### src/logic/genset_defs.svh
// Functional notes
// Operator mode: sequences only on commands
// Commands come from panel, inputs, Modbus
// Running operator mode: regulate speed, voltage
// Start persists until running or attempts spent
// Stop after cool-down; extended stop
// Second stop aborts cool-down
// Generator breaker close: direct or synchronised
// Mains-failure application: no regulation after close
// Generator breaker open: ramp or immediate
// Grid breaker close: direct or synchronised
// Grid breaker opens immediately
// Manual speed outputs follow input
// Manual voltage outputs follow input
// Test entered by shortcut or input
// Test timer to 999.0 min, zero endless
// Operator mode during test stop: keep running
// Island: load test refused
// Simple test: run, breaker open
// Load test: sync, close, deliver set point
// Full test: transfer load and back
// Load/full need grid sync permission, default off
// Test end: configured return mode
// Lockout refuses all sequences
`ifndef GENSET_DEFS_SVH
`define GENSET_DEFS_SVH
`define CLK_HZ           40000000
`define TENTH_MIN_CYC    (`CLK_HZ * 6)
`define TIMER_MAX_TENTHS 16'd9990
`define COOL_CYC_DEF     32'd2400000000
`define EXT_STOP_CYC_DEF 32'd1200000000
`define ATTEMPTS_DEF     8'h03
`define CTRL_RST         16'h0001
`define TEST_RST         16'h0100
`define ADDR_CTRL        4'h0
`define ADDR_TEST        4'h1
`define ADDR_TIMER       4'h2
`define ADDR_STATUS      4'h3
`define ADDR_CMD         4'h4
`define CTRL_MODE_LO     0
`define CTRL_ISLAND      3
`define CTRL_MAINS_FAIL  4
`define CTRL_SYNC_PERM   5
`define TEST_TYPE_LO     0
`define TEST_RET_LO      2
`define TEST_SETP_LO     8
`define CMD_START        0
`define CMD_STOP         1
`define CMD_GEN_CLOSE    2
`define CMD_GEN_OPEN     3
`define CMD_GRID_CLOSE   4
`define CMD_GRID_OPEN    5
`define CMD_TEST         6
`define CMD_W            7
`endif

### src/logic/genset_pkg.sv
package genset_pkg;
   typedef enum logic [2:0] {
      MODE_AUTO,
      MODE_OPERATOR,
      MODE_TEST,
      MODE_MANUAL,
      MODE_LOCKOUT
   } mode_type;
   typedef enum logic [1:0] {
      TEST_SIMPLE,
      TEST_LOAD,
      TEST_FULL
   } test_kind_type;
   typedef enum logic [1:0] {
      RET_NONE,
      RET_OPERATOR,
      RET_AUTO,
      RET_MANUAL
   } ret_type;
endpackage

### src/logic/genset_cmd_if.sv
`timescale 1ns/100ps
`default_nettype none
interface genset_cmd_if;
   logic [6:0] cmd;
   modport src (output cmd);
   modport dst (input cmd);
endinterface
`default_nettype wire

### src/logic/genset_cmd_merge.sv
`timescale 1ns/100ps
`default_nettype none
// Merges the three command sources into one set of one-cycle pulses
module genset_cmd_merge (
   input  wire logic       i_mclk,
   input  wire logic       i_reset,
   input  wire logic [6:0] i_panel,
   input  wire logic [6:0] i_dig,
   input  wire logic [6:0] i_modbus,
   genset_cmd_if.src       cmd_port
);
   logic [6:0] dig_s1_q;
   logic [6:0] dig_s2_q;
   logic [6:0] dig_old_q;
   logic [6:0] dig_rise;
   assign dig_rise = dig_s2_q & ~dig_old_q;
   // Panel and Modbus are same-clock pulses; inputs are pins, edge detected
   assign cmd_port.cmd = i_panel | i_modbus | dig_rise;
   always_ff @(posedge i_mclk or posedge i_reset) begin
      if (i_reset) begin
         dig_s1_q  <= 7'h00;
         dig_s2_q  <= 7'h00;
         dig_old_q <= 7'h00;
      end else begin
         dig_s1_q  <= i_dig;
         dig_s2_q  <= dig_s1_q;
         dig_old_q <= dig_s2_q;
      end
   end
endmodule
`default_nettype wire

### src/logic/genset_manual_trim.sv
`timescale 1ns/100ps
`default_nettype none
// Synchronises the four raise/lower pins and forwards them while held
module genset_manual_trim (
   input  wire logic       i_mclk,
   input  wire logic       i_reset,
   input  wire logic       i_enable,
   input  wire logic [3:0] i_pins,
   output logic      [3:0] o_pulse,
   output logic            o_spd_manual,
   output logic            o_volt_manual
);
   logic [3:0] s1_q;
   logic [3:0] s2_q;
   logic [3:0] held;
   assign held = i_enable ? s2_q : 4'h0;
   always_ff @(posedge i_mclk or posedge i_reset) begin
      if (i_reset) begin
         s1_q          <= 4'h0;
         s2_q          <= 4'h0;
         o_pulse       <= 4'h0;
         o_spd_manual  <= 1'b0;
         o_volt_manual <= 1'b0;
      end else begin
         s1_q          <= i_pins;
         s2_q          <= s1_q;
         o_pulse       <= held;
         o_spd_manual  <= |held[1:0];
         o_volt_manual <= |held[3:2];
      end
   end
endmodule
`default_nettype wire

### src/logic/genset_sequencer.sv
// Strobed register access and the address map were decided locally.
`timescale 1ns/100ps
`default_nettype none
`include "genset_defs.svh"
module genset_sequencer
   import genset_pkg::*;
#(
   parameter logic [31:0] COOL_CYC     = `COOL_CYC_DEF,
   parameter logic [31:0] EXT_STOP_CYC = `EXT_STOP_CYC_DEF,
   parameter logic [31:0] TENTH_CYC    = `TENTH_MIN_CYC
) (
   // Clock and reset
   input  wire logic        i_mclk,
   input  wire logic        i_reset,
   // Register port
   input  wire logic [3:0]  i_addr,
   input  wire logic [15:0] i_wdata,
   input  wire logic        i_wr,
   input  wire logic        i_rd,
   output logic      [15:0] o_rdata,
   // Command sources
   input  wire logic [6:0]  i_panel_cmd,
   input  wire logic [6:0]  i_dig_cmd,
   input  wire logic [3:0]  i_trim_pins,
   // Plant feedback (pins)
   input  wire logic        i_running,
   input  wire logic        i_gen_closed,
   input  wire logic        i_grid_closed,
   input  wire logic        i_synced,
   input  wire logic        i_at_open_point,
   input  wire logic        i_attempts_done,
   // Plant control
   output logic             o_start_seq,
   output logic             o_stop_seq,
   output logic             o_gen_close,
   output logic             o_gen_open,
   output logic             o_grid_close,
   output logic             o_grid_open,
   output logic             o_sync_active,
   output logic             o_ramp_down,
   output logic             o_regulate,
   output logic             o_load_setp_en,
   output logic      [6:0]  o_load_setp,
   output logic      [3:0]  o_trim,
   output logic      [2:0]  o_mode
);
   typedef enum logic [3:0] {
      S_IDLE, S_START, S_RUN, S_COOL, S_EXTSTOP,
      S_SYNC_GEN, S_RAMP, S_SYNC_GRID, S_TEST_RUN, S_TEST_BACK
   } seq_type;

   seq_type      st_q, st_d;
   mode_type     mode_q;
   logic [15:0]  ctrl_q, test_q, timer_q;
   logic [31:0]  cnt_q;
   logic [31:0]  tick_q;
   logic [15:0]  tenths_q;
   logic [6:0]   cmd_w;
   logic [15:0]  rdata_d;
   logic         run_s1_q, run_q, gc_s1_q, gc_q, mc_s1_q, mc_q;
   logic         sy_s1_q, sy_q, op_s1_q, op_q, at_s1_q, at_q;
   logic         no_reg_q, mb_target_q, test_done;
   logic         spd_man, volt_man;
   logic [3:0]   trim_w;
   logic         lockout, operator_m, test_m, island, mains_fail, perm;
   test_kind_type tkind;
   ret_type      tret;
   logic         test_ok;
   logic [15:0]  timer_w;

   genset_cmd_if cmd_bus ();

   genset_cmd_merge u_merge (
      .i_mclk   (i_mclk),
      .i_reset  (i_reset),
      .i_panel  (i_panel_cmd),
      .i_dig    (i_dig_cmd),
      .i_modbus (cmd_w),
      .cmd_port (cmd_bus.src)
   );

   genset_manual_trim u_trim (
      .i_mclk        (i_mclk),
      .i_reset       (i_reset),
      .i_enable      (operator_m && run_q),
      .i_pins        (i_trim_pins),
      .o_pulse       (trim_w),
      .o_spd_manual  (spd_man),
      .o_volt_manual (volt_man)
   );

   function automatic logic [15:0] clamp_timer(input logic [15:0] v);
      clamp_timer = (v > `TIMER_MAX_TENTHS) ? `TIMER_MAX_TENTHS : v;
   endfunction

   assign lockout    = (mode_q == MODE_LOCKOUT);
   assign operator_m = (mode_q == MODE_OPERATOR);
   assign test_m     = (mode_q == MODE_TEST);
   assign island     = ctrl_q[`CTRL_ISLAND];
   assign mains_fail = ctrl_q[`CTRL_MAINS_FAIL];
   assign perm       = ctrl_q[`CTRL_SYNC_PERM];
   assign tkind      = test_kind_type'(test_q[`TEST_TYPE_LO +: 2]);
   assign tret       = ret_type'(test_q[`TEST_RET_LO +: 2]);
   // Load test needs grid permission and no island; full test needs permission
   assign test_ok    = (tkind == TEST_SIMPLE) ||
                       (tkind == TEST_LOAD && perm && !island) ||
                       (tkind == TEST_FULL && perm);
   // Zero timer means endless test
   assign test_done  = (timer_q != 16'h0000) && (tenths_q >= timer_q);
   assign timer_w    = clamp_timer(i_wdata);
   assign cmd_w      = (i_wr && i_addr == `ADDR_CMD) ? i_wdata[`CMD_W-1:0] : 7'h00;

   // Register read mux
   always_comb begin
      rdata_d = 16'h0000;
      unique case (i_addr)
         `ADDR_CTRL:   rdata_d = ctrl_q;
         `ADDR_TEST:   rdata_d = test_q;
         `ADDR_TIMER:  rdata_d = timer_q;
         `ADDR_STATUS: rdata_d = {8'h00, st_q, 1'b0, mode_q};
         default:      rdata_d = 16'h0000;
      endcase
   end

   // Sequence engine: only commands move it out of idle in operator mode
   always_comb begin
      st_d = st_q;
      if (lockout) begin
         st_d = S_IDLE;
      end else begin
         unique case (st_q)
            S_IDLE: begin
               if (cmd_bus.cmd[`CMD_START] && operator_m)
                  st_d = S_START;
               else if (cmd_bus.cmd[`CMD_TEST] && test_ok)
                  st_d = S_START;
            end
            S_START: begin
               if (run_q)
                  st_d = test_m ? ((tkind == TEST_SIMPLE) ? S_TEST_RUN : S_SYNC_GEN) : S_RUN;
               else if (at_q)
                  st_d = S_IDLE;
            end
            S_RUN: begin
               if (cmd_bus.cmd[`CMD_STOP])
                  st_d = S_COOL;
               else if (cmd_bus.cmd[`CMD_GEN_CLOSE] && mc_q && !gc_q)
                  st_d = S_SYNC_GEN;
               else if (cmd_bus.cmd[`CMD_GEN_OPEN] && gc_q && mc_q && !island)
                  st_d = S_RAMP;
               else if (cmd_bus.cmd[`CMD_GRID_CLOSE] && gc_q && !mc_q)
                  st_d = S_SYNC_GRID;
            end
            S_SYNC_GEN:  if (gc_q) st_d = test_m ? S_TEST_RUN : S_RUN;
            S_SYNC_GRID: if (mc_q) st_d = test_m ? S_TEST_BACK : S_RUN;
            S_RAMP:      if (!gc_q) st_d = test_m ? S_COOL : S_RUN;
            S_TEST_RUN: begin
               if (test_done)
                  st_d = (tkind == TEST_FULL) ? S_SYNC_GRID : (gc_q ? S_RAMP : S_COOL);
            end
            S_TEST_BACK: st_d = S_RAMP;
            S_COOL: begin
               if (operator_m && test_q[15])
                  st_d = S_RUN;
               else if (cmd_bus.cmd[`CMD_STOP] || cnt_q >= COOL_CYC)
                  st_d = S_EXTSTOP;
            end
            S_EXTSTOP: begin
               if (!run_q && cnt_q >= EXT_STOP_CYC)
                  st_d = S_IDLE;
            end
            default: st_d = S_IDLE;
         endcase
      end
   end

   always_ff @(posedge i_mclk or posedge i_reset) begin
      if (i_reset) begin
         {run_s1_q, run_q, gc_s1_q, gc_q, mc_s1_q, mc_q} <= 6'h00;
         {sy_s1_q, sy_q, op_s1_q, op_q, at_s1_q, at_q} <= 6'h00;
      end else begin
         {run_s1_q, gc_s1_q, mc_s1_q} <= {i_running, i_gen_closed, i_grid_closed};
         {run_q, gc_q, mc_q}          <= {run_s1_q, gc_s1_q, mc_s1_q};
         {sy_s1_q, op_s1_q, at_s1_q}  <= {i_synced, i_at_open_point, i_attempts_done};
         {sy_q, op_q, at_q}           <= {sy_s1_q, op_s1_q, at_s1_q};
      end
   end

   // Registers; bit 15 of the test register marks a test-origin stop
   always_ff @(posedge i_mclk or posedge i_reset) begin
      if (i_reset) begin
         ctrl_q  <= `CTRL_RST;  // Operator mode, permission off
         test_q  <= `TEST_RST;
         timer_q <= 16'h0000;
      end else begin
         if (i_wr && i_addr == `ADDR_CTRL)
            ctrl_q <= i_wdata;
         if (i_wr && i_addr == `ADDR_TEST)
            test_q <= {test_q[15], i_wdata[14:0]};
         else if (st_q == S_TEST_RUN)
            test_q[15] <= 1'b1;
         else if (st_q == S_IDLE || st_q == S_RUN)
            test_q[15] <= 1'b0;
         if (i_wr && i_addr == `ADDR_TIMER)
            timer_q <= timer_w;
         if (cmd_bus.cmd[`CMD_TEST] && test_ok && !lockout)
            ctrl_q[`CTRL_MODE_LO +: 3] <= MODE_TEST;
         else if (test_m && st_q != S_IDLE && st_d == S_IDLE && tret != RET_NONE)
            ctrl_q[`CTRL_MODE_LO +: 3] <= (tret == RET_OPERATOR) ? MODE_OPERATOR :
                                          (tret == RET_AUTO) ? MODE_AUTO : MODE_MANUAL;
      end
   end

   assign mode_q = mode_type'(ctrl_q[`CTRL_MODE_LO +: 3]);

   always_ff @(posedge i_mclk or posedge i_reset) begin
      if (i_reset) begin
         st_q     <= S_IDLE;
         cnt_q    <= 32'h0;
         tick_q   <= 32'h0;
         tenths_q <= 16'h0;
         no_reg_q <= 1'b0;
         mb_target_q <= 1'b0;
         o_rdata  <= 16'h0000;
      end else begin
         st_q    <= st_d;
         cnt_q   <= (st_d != st_q) ? 32'h0 : cnt_q + 32'h1;
         o_rdata <= i_rd ? rdata_d : 16'h0000;
         if (st_q != S_TEST_RUN) begin
            tick_q   <= 32'h0;
            tenths_q <= 16'h0;
         end else if (tick_q >= TENTH_CYC - 32'h1) begin
            tick_q   <= 32'h0;
            tenths_q <= tenths_q + 16'h1;
         end else begin
            tick_q <= tick_q + 32'h1;
         end
         if (st_q == S_START)
            no_reg_q <= 1'b0;
         else if (cmd_bus.cmd[`CMD_GEN_CLOSE] && mains_fail)
            no_reg_q <= 1'b1;
         mb_target_q <= (st_q == S_TEST_RUN) && (tkind == TEST_FULL) && gc_q;
      end
   end

   // Plant outputs, registered
   always_ff @(posedge i_mclk or posedge i_reset) begin
      if (i_reset) begin
         o_start_seq <= 1'b0; o_stop_seq <= 1'b0;
         o_gen_close <= 1'b0; o_gen_open <= 1'b0;
         o_grid_close <= 1'b0; o_grid_open <= 1'b0;
         o_sync_active <= 1'b0; o_ramp_down <= 1'b0;
         o_regulate <= 1'b0; o_load_setp_en <= 1'b0;
         o_load_setp <= 7'h00; o_trim <= 4'h0; o_mode <= 3'h0;
      end else begin
         o_start_seq   <= (st_q == S_START);
         o_stop_seq    <= (st_q == S_EXTSTOP) || lockout;
         o_gen_close   <= !lockout && ((st_q == S_SYNC_GEN && sy_q) ||
                          (st_q == S_RUN && cmd_bus.cmd[`CMD_GEN_CLOSE] && !mc_q));
         o_gen_open    <= !lockout && ((st_q == S_RAMP && op_q) ||
                          (st_q == S_RUN && cmd_bus.cmd[`CMD_GEN_OPEN] && (!mc_q || island)));
         // A stopped set may still close the grid breaker on command
         o_grid_close  <= !lockout && ((st_q == S_SYNC_GRID && sy_q) ||
                          ((st_q == S_RUN || (st_q == S_IDLE && operator_m)) &&
                           cmd_bus.cmd[`CMD_GRID_CLOSE] && !gc_q));
         o_grid_open   <= !lockout && ((cmd_bus.cmd[`CMD_GRID_OPEN] && operator_m) || mb_target_q);
         o_sync_active <= (st_q == S_SYNC_GEN) || (st_q == S_SYNC_GRID);
         o_ramp_down   <= (st_q == S_RAMP);
         o_regulate    <= run_q && !no_reg_q && !spd_man && !volt_man &&
                          (st_q != S_IDLE) && (st_q != S_EXTSTOP);
         o_load_setp_en <= (st_q == S_TEST_RUN) && (tkind == TEST_LOAD) && gc_q;
         o_load_setp   <= test_q[`TEST_SETP_LO +: 7];
         o_trim        <= trim_w;
         o_mode        <= mode_q;
      end
   end
endmodule
`default_nettype wire

### config.mk
export PLATFORM = sky130hd
export DESIGN_NAME = genset_sequencer
export DESIGN_NICKNAME = d
export VERILOG_FILES = /design/src/logic/genset_pkg.sv /design/src/logic/genset_cmd_if.sv /design/src/logic/genset_cmd_merge.sv /design/src/logic/genset_manual_trim.sv /design/src/logic/genset_sequencer.sv
export VERILOG_INCLUDE_DIRS = /design/src /design/src/logic
export SDC_FILE = /design/constraint.sdc
export NUM_CORES = 1
export LEC_CHECK = 0
export BUFFER_PORTS_ARGS = -buffer_cell sky130_fd_sc_hd__buf_2
export CORE_ASPECT_RATIO = 1.1
export CORE_MARGIN = 10
export CORE_UTILIZATION = 30
export DETAILED_ROUTE_END_ITERATION = 6
export PLACE_DENSITY = 0.56
export RECOVER_POWER = 25
export SYNTH_ARGS = -nofsm -noshare
export SYNTH_HDL_FRONTEND = slang
export SYNTH_HIERARCHICAL = 1
export SYNTH_SLANG_ARGS = --single-unit
### constraint.sdc
create_clock -name i_mclk -period 7.7 [get_ports i_mclk]
set_input_delay 0.77 -clock i_mclk [delete_from_list [all_inputs] [get_ports i_mclk]]
set_output_delay 0.77 -clock i_mclk [all_outputs]
set_load 0.005 [all_outputs]
==> impl_metrics.json, run 1 <==
{
  "status": "finished with violations",
  "violations": "max-capacitance violations, max-slew violations",
  "p_leak_uw": 0.005351,
  "synth.top_cell.area_share_pct": 53.26,
  "cts-root-buf": "clkbuf_16",
  "port_buffers": 87,
  "path_buf_inv": 3,
  "clk_latency_ns": 0.53,
  "synth_edf_count": 0,
  "clk_pin_slew_worst_paths_ns": 0.06,
  "required_ns": 8.24,
  "setup_ws_ns": 3.269,
  "clock_skew_ns": 0.01684,
  "wl_per_cell_microns": 16.57,
  "fp-row-count": 71,
  "drtPass1Iterations": 4,
  "yosysWarnings": 6,
  "nets": 1096,
  "critPathCaptureType": "asynchronous set/reset pin",
  "tns_ns": 0,
  "start_kind": "input pin",
  "dp_hpwl_mm": 16.87,
  "async_reset_ff_share_pct": 100.0,
  "netlist_area_sq_um": 10290,
  "grt_max_degree": 123,
  "vdd_drop_max_mv": 0.2953,
  "final_max_slew_viol_count": 123,
  "cts_buffers": 25,
  "dieArea_sq_um": 42120,
  "synth.most_common_cell": "dfrtp_1",
  "crit_type": "in2async",
  "syn_to_final_growth_pct": 17.32,
  "hold_viol": 0,
  "post-route-period-util_pct": 57.54,
  "tightestPinTransition_ns": 5.370,
  "synth_top_area_cell": "dfrtp_1",
  "syn_avg_cell_area_sq_um": 11.02,
  "drt-vias-per-instance": 4.893,
  "post-cts-setup-buffer-count": 0,
  "cap_violations": 1,
  "routed_wl_mm": 24.57,
  "synth_common_cells": "dfrtp_1, nor2_1, nand2_1, inv_1, xnor2_1",
  "slowest_delay_ns": 2.98,
  "gp_congestion": 0.8315,
  "htreeDepth": 1,
  "cts.sinks": 221,
  "synth-seq-cells": 221,
  "fin_util_pct": 35.48,
  "n_antenna_cell": 0,
  "synth_cell_types": 68,
  "io_pins": 88,
  "clockBufferDepth": 3,
  "fmax_ghz": 0.2257,
  "drt_iter0_drc": 427,
  "setup_viol": 0,
  "synth_flop_cell": "dfrtp_1",
  "grt_pass1_vias": 7534,
  "crit_fanout": 122,
  "ys_seq_area_share_pct": 53.77,
  "drt_drc_violations_left": 0,
  "ant_nets": 0,
  "fin_crit_ns": 4.431,
  "antenna_found_initial": 0,
  "track_usage_pct": 11.51,
  "syn_inst": 934,
  "start_util_pct": 30.24,
  "ctsHoldBuffers": 0,
  "cts_tree": "built",
  "layout-drive-gt1-share_pct": 19.90,
  "cp_top_family": "buffers and inverters",
  "cts.repair.resized": 0,
  "overflow": 0,
  "power_uw": 3377,
  "synthTopCellsByArea": "dfrtp_1, nor2_1, nor4_2",
  "power.density_nw_per_um2": 279.7,
  "grt_pass1_wl_mm": 40.78,
  "critical_path_arrival_ns": 4.97,
  "dr_total_vias": 7256,
  "worst_slew_margin_rel_pct": -260.0,
  "rsz0062_at_grt": "false",
  "die_h_microns": 214.2,
  "die_w_microns": 196.6,
  "holdWs_ns": 0.2958,
  "post-place-ws_ns": 3.643,
  "path_cells": "clkbuf_1 -> clkinvlp_2 -> buf_4",
  "coreArea_sq_um": 34020,
  "crit_slowest_cell": "clkinvlp_2",
  "hold_class": "in2async"
}
## worst reg2reg max path, delay by kind of cell (launching register included)
family / cells / cell delay, ns
AO/OA/AOI/OAI: 3 / 0.76
XOR/XNOR: 1 / 0.16
buffers and inverters: 1 / 0.47
flip-flops: 1 / 0.68
AND/OR/NAND/NOR: 3 / 1.17
## state kept, by name, summed over array words and instances (netlist names), 3 cells and up
signal	count
ctrl_q	16
test_q	16
tick_q	32
u_trim/s2_q	4
o_load_setp	7
u_merge/dig_old_q	7
u_trim/o_pulse	4
timer_q	16
u_trim/s1_q	4
st_q	4
o_rdata	16
u_merge/dig_s2_q	7
o_mode	3
o_trim	4
u_merge/dig_s1_q	7
tenths_q	16
cnt_q	32
## where the power goes
group	switching [uW]	leakage (uW)	internal (uW)
sequential	112	0.00286	1270
clock	494	0.000424	717
combinational	532	0.00206	255
total	1140	0.00535	2240
## placed cells by master (no fill, tap or decap), types with 6 or more instances in the layout
| master | n |
|---|---|
| nor3_1 | 13 |
| clkbuf_16 | 25 |
| mux2_2 | 28 |
| xor2_1 | 31 |
| buf_4 | 6 |
| nand4_1 | 18 |
| o21ai_0 | 12 |
| nor2_1 | 110 |
| nor4_2 | 30 |
| nor4_1 | 14 |
| inv_1 | 42 |
| nand2b_1 | 11 |
| a2bb2oi_1 | 6 |
| a22o_1 | 9 |
| or4_1 | 6 |
| or3_1 | 8 |
| nand3_1 | 26 |
| nor3b_1 | 6 |
| nand2_1 | 61 |
| o21ai_1 | 8 |
| nor2b_1 | 15 |
| and3_1 | 24 |
| dfrtp_1 | 219 |
| mux2i_1 | 14 |
| ha_1 | 22 |
| xnor2_1 | 35 |
| and2_1 | 18 |
| buf_2 | 84 |
| a21oi_1 | 34 |
## kinds of logic after synthesis
group / count (synthesis) / synth area share (%)
simple gates: 380 / 20.89
flops: 221 / 53.77
compound gates: 122 / 8.524
buf+inv: 74 / 2.991
xor+xnor: 67 / 5.703
mux: 47 / 5.411
fa+ha+maj: 22 / 2.675
other cells: 1 / 0.03644
## stage by stage
stage,instance area (sq um),cells
3_3_place_gp,11230,1437
6_report,12070,1483
4_1_cts,12080,1483
2_1_floorplan,10300,937
3_5_place_dp,11230,1437
5_1_grt,12070,1483
## path summary, 6_finish.rpt
path | start | end | slack (ns) | cells after the start
setup / recovery | i_reset | tick_q[31]$_DFF_PP0_ | 3.27 | 3
hold / removal | i_reset | u_trim/s2_q[0]$_DFF_PP0_ | 0.30 | 2
setup reg to reg | st_q[0]$_DFF_PP0_ | cnt_q[1]$_DFF_PP0_ | 4.30 | 8
hold reg to reg | u_merge/dig_s1_q[1]$_DFF_PP0_ | u_merge/dig_s2_q[1]$_DFF_PP0_ | 0.34 | 0
max in group i_mclk | i_addr[1] | cnt_q[1]$_DFF_PP0_ | 4.16 | 14
min in group i_mclk | u_merge/dig_s1_q[1]$_DFF_PP0_ | u_merge/dig_s2_q[1]$_DFF_PP0_ | 0.34 | 0
## routing by layer
| layer | share of wire, % | routed length, microns | GRT usage (%) | vias to the layer above |
|---|---|---|---|---|
| li1 | - | - | - | 3478 |
| met1 | 47 | 11520 | 15.36 | 3631 |
| met2 | 47 | 11650 | 18.95 | 108 |
| met3 | 3.4 | 833 | 1.829 | 39 |
| met4 | 2.3 | 568 | 3.033 | 0 |
| met5 | 0 | 0 | 0 | - |
## layout make-up
class                           count  area, sq um
Fill cell                        3434        21950
Sequential cell                   221         5533
Clock inverter                     14        146.4
Clock buffer                       32        701.9
Inverter                           43        162.7
Timing Repair Buffer               93        476.7
Multi-Input combinational cell    642         4503
Tap cell                          438        548.0
Power figures use the tool's default switching activity.
==> run 2: changes to the inputs <==
Settings changed: ABC_AREA from default to 1, PLACE_DENSITY 0.56 to 0.57.
Clock period 7.7 ns to 3.97 ns, I/O delays scaled along.
==> impl_metrics.json, run 2 <==
{
  "ant_nets": 0,
  "p_sw_share_pct": 35.32,
  "dieArea_sq_um": 42870,
  "clk_latency_ns": 0.53,
  "critPathCaptureType": "register",
  "intPower_uw": 4245,
  "synthTopCellsByArea": "dfrtp_1, nand2_1, inv_1",
  "syn_avg_cell_area_sq_um": 8.695,
  "worstReg2RegEnd": "tick_q[22]$_DFF_PP0_",
  "top_regs": "cnt_q: 32 flops, tick_q: 32 flops",
  "synth_edf_count": 0,
  "drt_drc_violations_left": 0,
  "synth_cell_types": 47,
  "async_reset_ff_share_pct": 100.0,
  "grt_pass1_vias": 8434,
  "clk_pin_slew_worst_paths_ns": 0.06,
  "overflow": 0,
  "ys_seq_area_share_pct": 52.72,
  "comb_power_share_pct": 25.2,
  "fin_crit_ns": 2.914,
  "status": "completed",
  "syn_to_final_growth_pct": 18.28,
  "critical_path_arrival_ns": 3.32,
  "r2r_setup_slack_ns": 1.06,
  "synth_flop_cell": "dfrtp_1",
  "htreeDepth": 1,
  "cts.sinks": 221,
  "io_pins": 88,
  "yosysWarnings": 6,
  "synth_common_cells": "nand2_1, dfrtp_1, inv_1, nor2_1",
  "rsz0062_at_grt": "false",
  "fmax_ghz": 0.3432,
  "n_antenna_cell": 0,
  "seqPwrFrac_pct": 40.5,
  "final_cell_mix": "nand2_1, dfrtp_1, inv_1, nor2_1, buf_2",
  "power.share.clock_pct": 34.3,
  "routed_wl_mm": 27.67,
  "cts_buffers": 24,
  "drt-vias-per-instance": 4.676,
  "cap_violations": 0,
  "clock_skew_ns": 0.01668,
  "tns_ns": 0,
  "p_sw_uw": 2319,
  "fp-row-count": 71,
  "antenna_found_initial": 1,
  "worst_slew_margin_rel_pct": 37.30,
  "synth-seq-cells": 221,
  "crit_type": "reg2reg",
  "p_leak_uw": 0.005856,
  "power.density_nw_per_um2": 528.8,
  "die_w_microns": 198.3,
  "layout_commonest_cell": "nand2_1",
  "crit_slowest_cell": "dfrtp_1",
  "dp_hpwl_mm": 20.33,
  "hold_viol": 0,
  "path_cells": "ha_1 -> nand2_1 -> nor2_1 -> nand2_1 -> inv_1 -> nand3_1 -> o21ai_1 -> nand2_1 -> nand2_1 -> nand4_1 -> nand2_1 -> inv_1 -> nand2_1 -> buf_4 -> clkinv_1 -> o21ai_0 -> a21oi_1",
  "cp_top_family": "simple AND/OR/NAND/NOR gates",
  "min_from": "i_at_open_point",
  "final_max_slew_viol_count": 0,
  "synth_top_area_cell": "dfrtp_1",
  "vdd_drop_max_mv": 0.4601,
  "gp_congestion": 0.8503,
  "setup_viol": 0,
  "die_h_microns": 216.2,
  "hold_class": "in2reg",
  "required_ns": 4.38,
  "synth.top_cell.area_share_pct": 52.22,
  "slowest_delay_ns": 0.37,
  "post-place-ws_ns": 0.7476,
  "crit_fanout": 26,
  "setup_ws_ns": 1.056,
  "cts_tree": "built",
  "grt_max_degree": 138,
  "rr_worst_depth": 17,
  "r2r-start": "tick_q[0]$_DFF_PP0_",
  "tightestPinTransition_ns": 0.9354,
  "path_buf_inv": 4,
  "dr_total_vias": 8337,
  "clockBufferDepth": 3,
  "grt_pass1_wl_mm": 45.35,
  "cts-root-buf": "clkbuf_16",
  "nets": 1397,
  "layout-drive-gt1-share_pct": 13.98,
  "netlist_area_sq_um": 10500,
  "start_util_pct": 30.53,
  "coreArea_sq_um": 34380,
  "port_buffers": 87,
  "post-route-period-util_pct": 73.40,
  "track_usage_pct": 12.96,
  "critPathMostFrequentCell": "nand2_1",
  "syn_inst": 1207,
  "drt_iter0_drc": 591,
  "whs_endpoint": "op_s1_q$_DFF_PP0_",
  "hold_depth": 1,
  "start_kind": "register",
  "synth.most_common_cell": "nand2_1",
  "drtPass1Iterations": 5,
  "wl_per_cell_microns": 15.52
}
## run 2: changes by cell type after synthesis, moves of 24 or more
cell,previous run,this run
nand2_1,61,245
and3_1,24,0
nor3_2,0,35
xnor2_1,35,10
nor3_1,13,38
nor2_1,110,143
o21ai_0,12,59
mux2_2,28,0
nor4_2,30,1
nand3_1,26,59
inv_1,43,165
## run 2: worst max-delay path by stage
stage | from | end | slack (ns) | depth (start not counted)
CTS | tick_q[0]$_DFF_PP0_ | tick_q[22]$_DFF_PP0_ | 1.01 | 17
floorplan | i_reset | at_q$_DFF_PP0_ | 1.18 | 1
finish | tick_q[0]$_DFF_PP0_ | tick_q[22]$_DFF_PP0_ | 1.06 | 17
global placement | i_addr[0] | cnt_q[1]$_DFF_PP0_ | 0.86 | 17
global route | tick_q[0]$_DFF_PP0_ | tenths_q[6]$_DFFE_PP0P_ | 0.55 | 17
detailed placement | i_addr[0] | cnt_q[1]$_DFF_PP0_ | 0.75 | 17
## run 2: routing by layer
layer  part of all wire (%)  GRT usage, %  wire length (microns)
met1                     46         17.06                  12680
met2                     47         21.44                  13120
met3                    4.8         2.154                   1333
met4                    1.9         3.539                    519
met5                  0.047             0                     13
## run 2: timing repair
action,in CTS,in global routing
hold endpoints to repair,47,0
hold buffers,16,0
gates resized for setup,0,0
buffers inserted,0,0
## run 2: worst reg2reg max path: stages (launching register included)
cell      delay, ns
dfrtp_1        0.37
ha_1           0.18
nand2_1        0.07
nor2_1         0.12
nand2_1        0.12
inv_1          0.11
nand3_1        0.07
o21ai_1        0.17
nand2_1        0.07
nand2_1        0.06
nand4_1        0.09
nand2_1        0.29
inv_1          0.16
nand2_1        0.09
buf_4          0.27
clkinv_1       0.33
o21ai_0        0.17
a21oi_1        0.05
## run 2: cell type report
type                    count  area, sq um
clock buffers              31        656.9
clock inverters            13        142.6
fillers                  3477        21970
inverters                 174        654.4
multi-input cells         792         4188
flip-flops and latches    221         5533
well taps                 438        548.0
repair buffers            114        690.7
## run 2: power groups by stage
stage | logic, uW | clock network (uW) | registers [uW]
global placement | 1640 | 0 | 2700
floorplan | 1230 | 0 | 2640
detailed placement | 1670 | 0 | 2700
global route | 1860 | 2410 | 2690
finish | 1650 | 2250 | 2660
CTS | 1690 | 2320 | 2660
## run 2: logic make-up after synthesis
group,after synthesis,synth area share [%]
simple gates,583,26.05
compound gates,145,7.987
fa+ha+maj,22,2.623
flops,221,52.72
other cells,1,0.03573
xor+xnor,38,3.171
buf+inv,197,7.415
## run 2: metrics by stage
step	area (sq um)	instances	util [%]	total power (uW)	hold slack, ns
floorplan	10510	1210	-	3870	0.2862
global placement	11480	1723	33.38	4343	0.3317
detailed placement	11480	1723	33.38	4369	0.3347
CTS	12440	1783	36.17	6671	0.009616
global route	12410	1783	36.11	6950	0.02924
finish	12410	1783	36.11	6564	0.05090
==> run 3: changes to the inputs <==
Clock period 3.97 ns to 2.67 ns, I/O delays scaled along.
==> impl_metrics.json, run 3 (synthesis results as in run 2) <==
{
  "htreeDepth": 1,
  "nets": 1432,
  "start_util_pct": 30.53,
  "critical_path_arrival_ns": 2.93,
  "cap_violations": 0,
  "clk_pin_slew_worst_paths_ns": 0.06,
  "fmax_ghz": 0.4018,
  "n_antenna_cell": 0,
  "vdd_drop_max_mv": 1.047,
  "path_buf_inv": 4,
  "start_kind": "register",
  "post-cts-setup-buffer-count": 0,
  "wl_per_cell_microns": 15.26,
  "required_ns": 3.12,
  "grt_max_degree": 57,
  "track_usage_pct": 12.90,
  "slowest_delay_ns": 0.46,
  "routed_wl_mm": 27.74,
  "final_max_slew_viol_count": 0,
  "cp_top_family": "simple AND/OR/NAND/NOR gates",
  "syn_to_final_growth_pct": 21.73,
  "worst_slew_margin_rel_pct": 27.71,
  "crit_type": "reg2reg",
  "dp_hpwl_mm": 21.01,
  "cts-root-buf": "clkbuf_16",
  "holdWs_ns": 0.01186,
  "power.density_nw_per_um2": 791.4,
  "clk_latency_ns": 0.53,
  "tightestPinTransition_ns": 1.078,
  "critPathCaptureType": "register",
  "port_buffers": 87,
  "hold_viol": 0,
  "coreArea_sq_um": 34380,
  "power_uw": 10110,
  "setup_viol": 0,
  "overflow": 0,
  "rsz0062_at_grt": "false",
  "fp-row-count": 71,
  "io_pins": 88,
  "nFillCells": 3473,
  "drt-vias-per-instance": 4.652,
  "cts_tree": "built",
  "clockBufferDepth": 3,
  "drt_drc_violations_left": 0,
  "drtPass1Iterations": 5,
  "gp_congestion": 0.8810,
  "hold_class": "in2reg",
  "crit_fanout": 32,
  "cts.sinks": 221,
  "tns_ns": 0,
  "crit_slowest_cell": "dfrtp_1",
  "path_cells": "inv_1 -> nor2_4 -> inv_1 -> nor2_1 -> a31oi_1 -> o31ai_1 -> inv_1 -> a21oi_2 -> nor2_1 -> nor2_1 -> nand3_2 -> buf_12 -> nor3b_1",
  "antenna_found_initial": 3,
  "grt_pass1_vias": 8425,
  "layout_commonest_cell": "nand2_1",
  "clock_skew_ns": 0.01262,
  "die_w_microns": 198.3,
  "status": "completed",
  "dieArea_sq_um": 42870,
  "layout-drive-gt1-share_pct": 16.59,
  "final_cell_mix": "nand2_1, dfrtp_1, inv_1, nor2_1, buf_2",
  "grt_pass1_wl_mm": 45.01,
  "dr_total_vias": 8458,
  "p_leak_uw": 0.006076,
  "top_regs": "cnt_q: 32 flops, tick_q: 32 flops",
  "fin_crit_ns": 2.489,
  "cts_buffers": 24,
  "die_h_microns": 216.2,
  "ant_nets": 0,
  "drt_iter0_drc": 502,
  "post-route-period-util_pct": 93.21
}
## run 3: what timing repair did
action / 4_1_cts / 5_1_grt
hold buffers: 22 / 0
gates resized for setup: 0 / 5
endpoints found under the hold margin: 80 / 0
setup endpoints to repair: 0 / 11
## run 3: power breakdown
part	switching (uW)	total (uW)	internal, uW
clock	1410	3460	2060
sequential	245	3940	3700
combinational	1840	2700	861
## run 3: tightest hold or removal path: stages
cell and delay (ns):
buf_2 0.12, nand2_1 0.05, o21ai_0 0.06
## run 3: layout make-up
| class | instances | area [sq um] | share of cell area, % |
|---|---|---|---|
| clock buffer | 32 | 701.9 | 5.494 |
| clock inverter | 12 | 127.6 | 0.9989 |
| inverter | 174 | 658.1 | 5.151 |
| multi-input combinational | 792 | 4205 | 32.92 |
| sequential | 221 | 5533 | 43.31 |
| tap | 438 | 548.0 | 4.289 |
| timing repair buffer | 148 | 994.7 | 7.786 |
| timing repair inverter | 1 | 7.507 | 0.05876 |
## run 3: through the flow
| stage | cell area (sq um) | cells | utilization (%) | setup WS (ns) |
|---|---|---|---|---|
| floorplan | 10510 | 1210 | - | 0.01212 |
| global placement | 11720 | 1751 | 34.10 | 0.08388 |
| detailed placement | 11720 | 1751 | 34.10 | 0.05700 |
| CTS | 12770 | 1817 | 37.15 | 0.06303 |
| global route | 12780 | 1818 | 37.16 | 0.0009610 |
| finish | 12780 | 1818 | 37.16 | 0.1812 |
## run 3: layer usage
layer,vias to the layer above,track usage [%],wire [microns]
li1,4235,-,-
met1,3980,16.54,12220
met2,192,21.18,13200
met3,47,2.867,1615
met4,4,3.898,674
met5,-,0,29
## run 3: worst paths after layout
path,depth (start not counted),endpoint,slack (ns),start
hold / removal,3,ctrl_q[13]$_DFFE_PP0P_,0.01,i_wdata[13]
setup / recovery,13,cnt_q[1]$_DFF_PP0_,0.18,st_q[0]$_DFF_PP0_
hold reg to reg,0,u_trim/s2_q[2]$_DFF_PP0_,0.35,u_trim/s1_q[2]$_DFF_PP0_
max in group asynchronous,5,test_q[8]$_DFFE_PP1P_,0.50,i_reset
min in group asynchronous,3,u_trim/o_spd_manual$_DFF_PP0_,0.42,i_reset
setup reg to reg,13,cnt_q[1]$_DFF_PP0_,0.18,st_q[0]$_DFF_PP0_
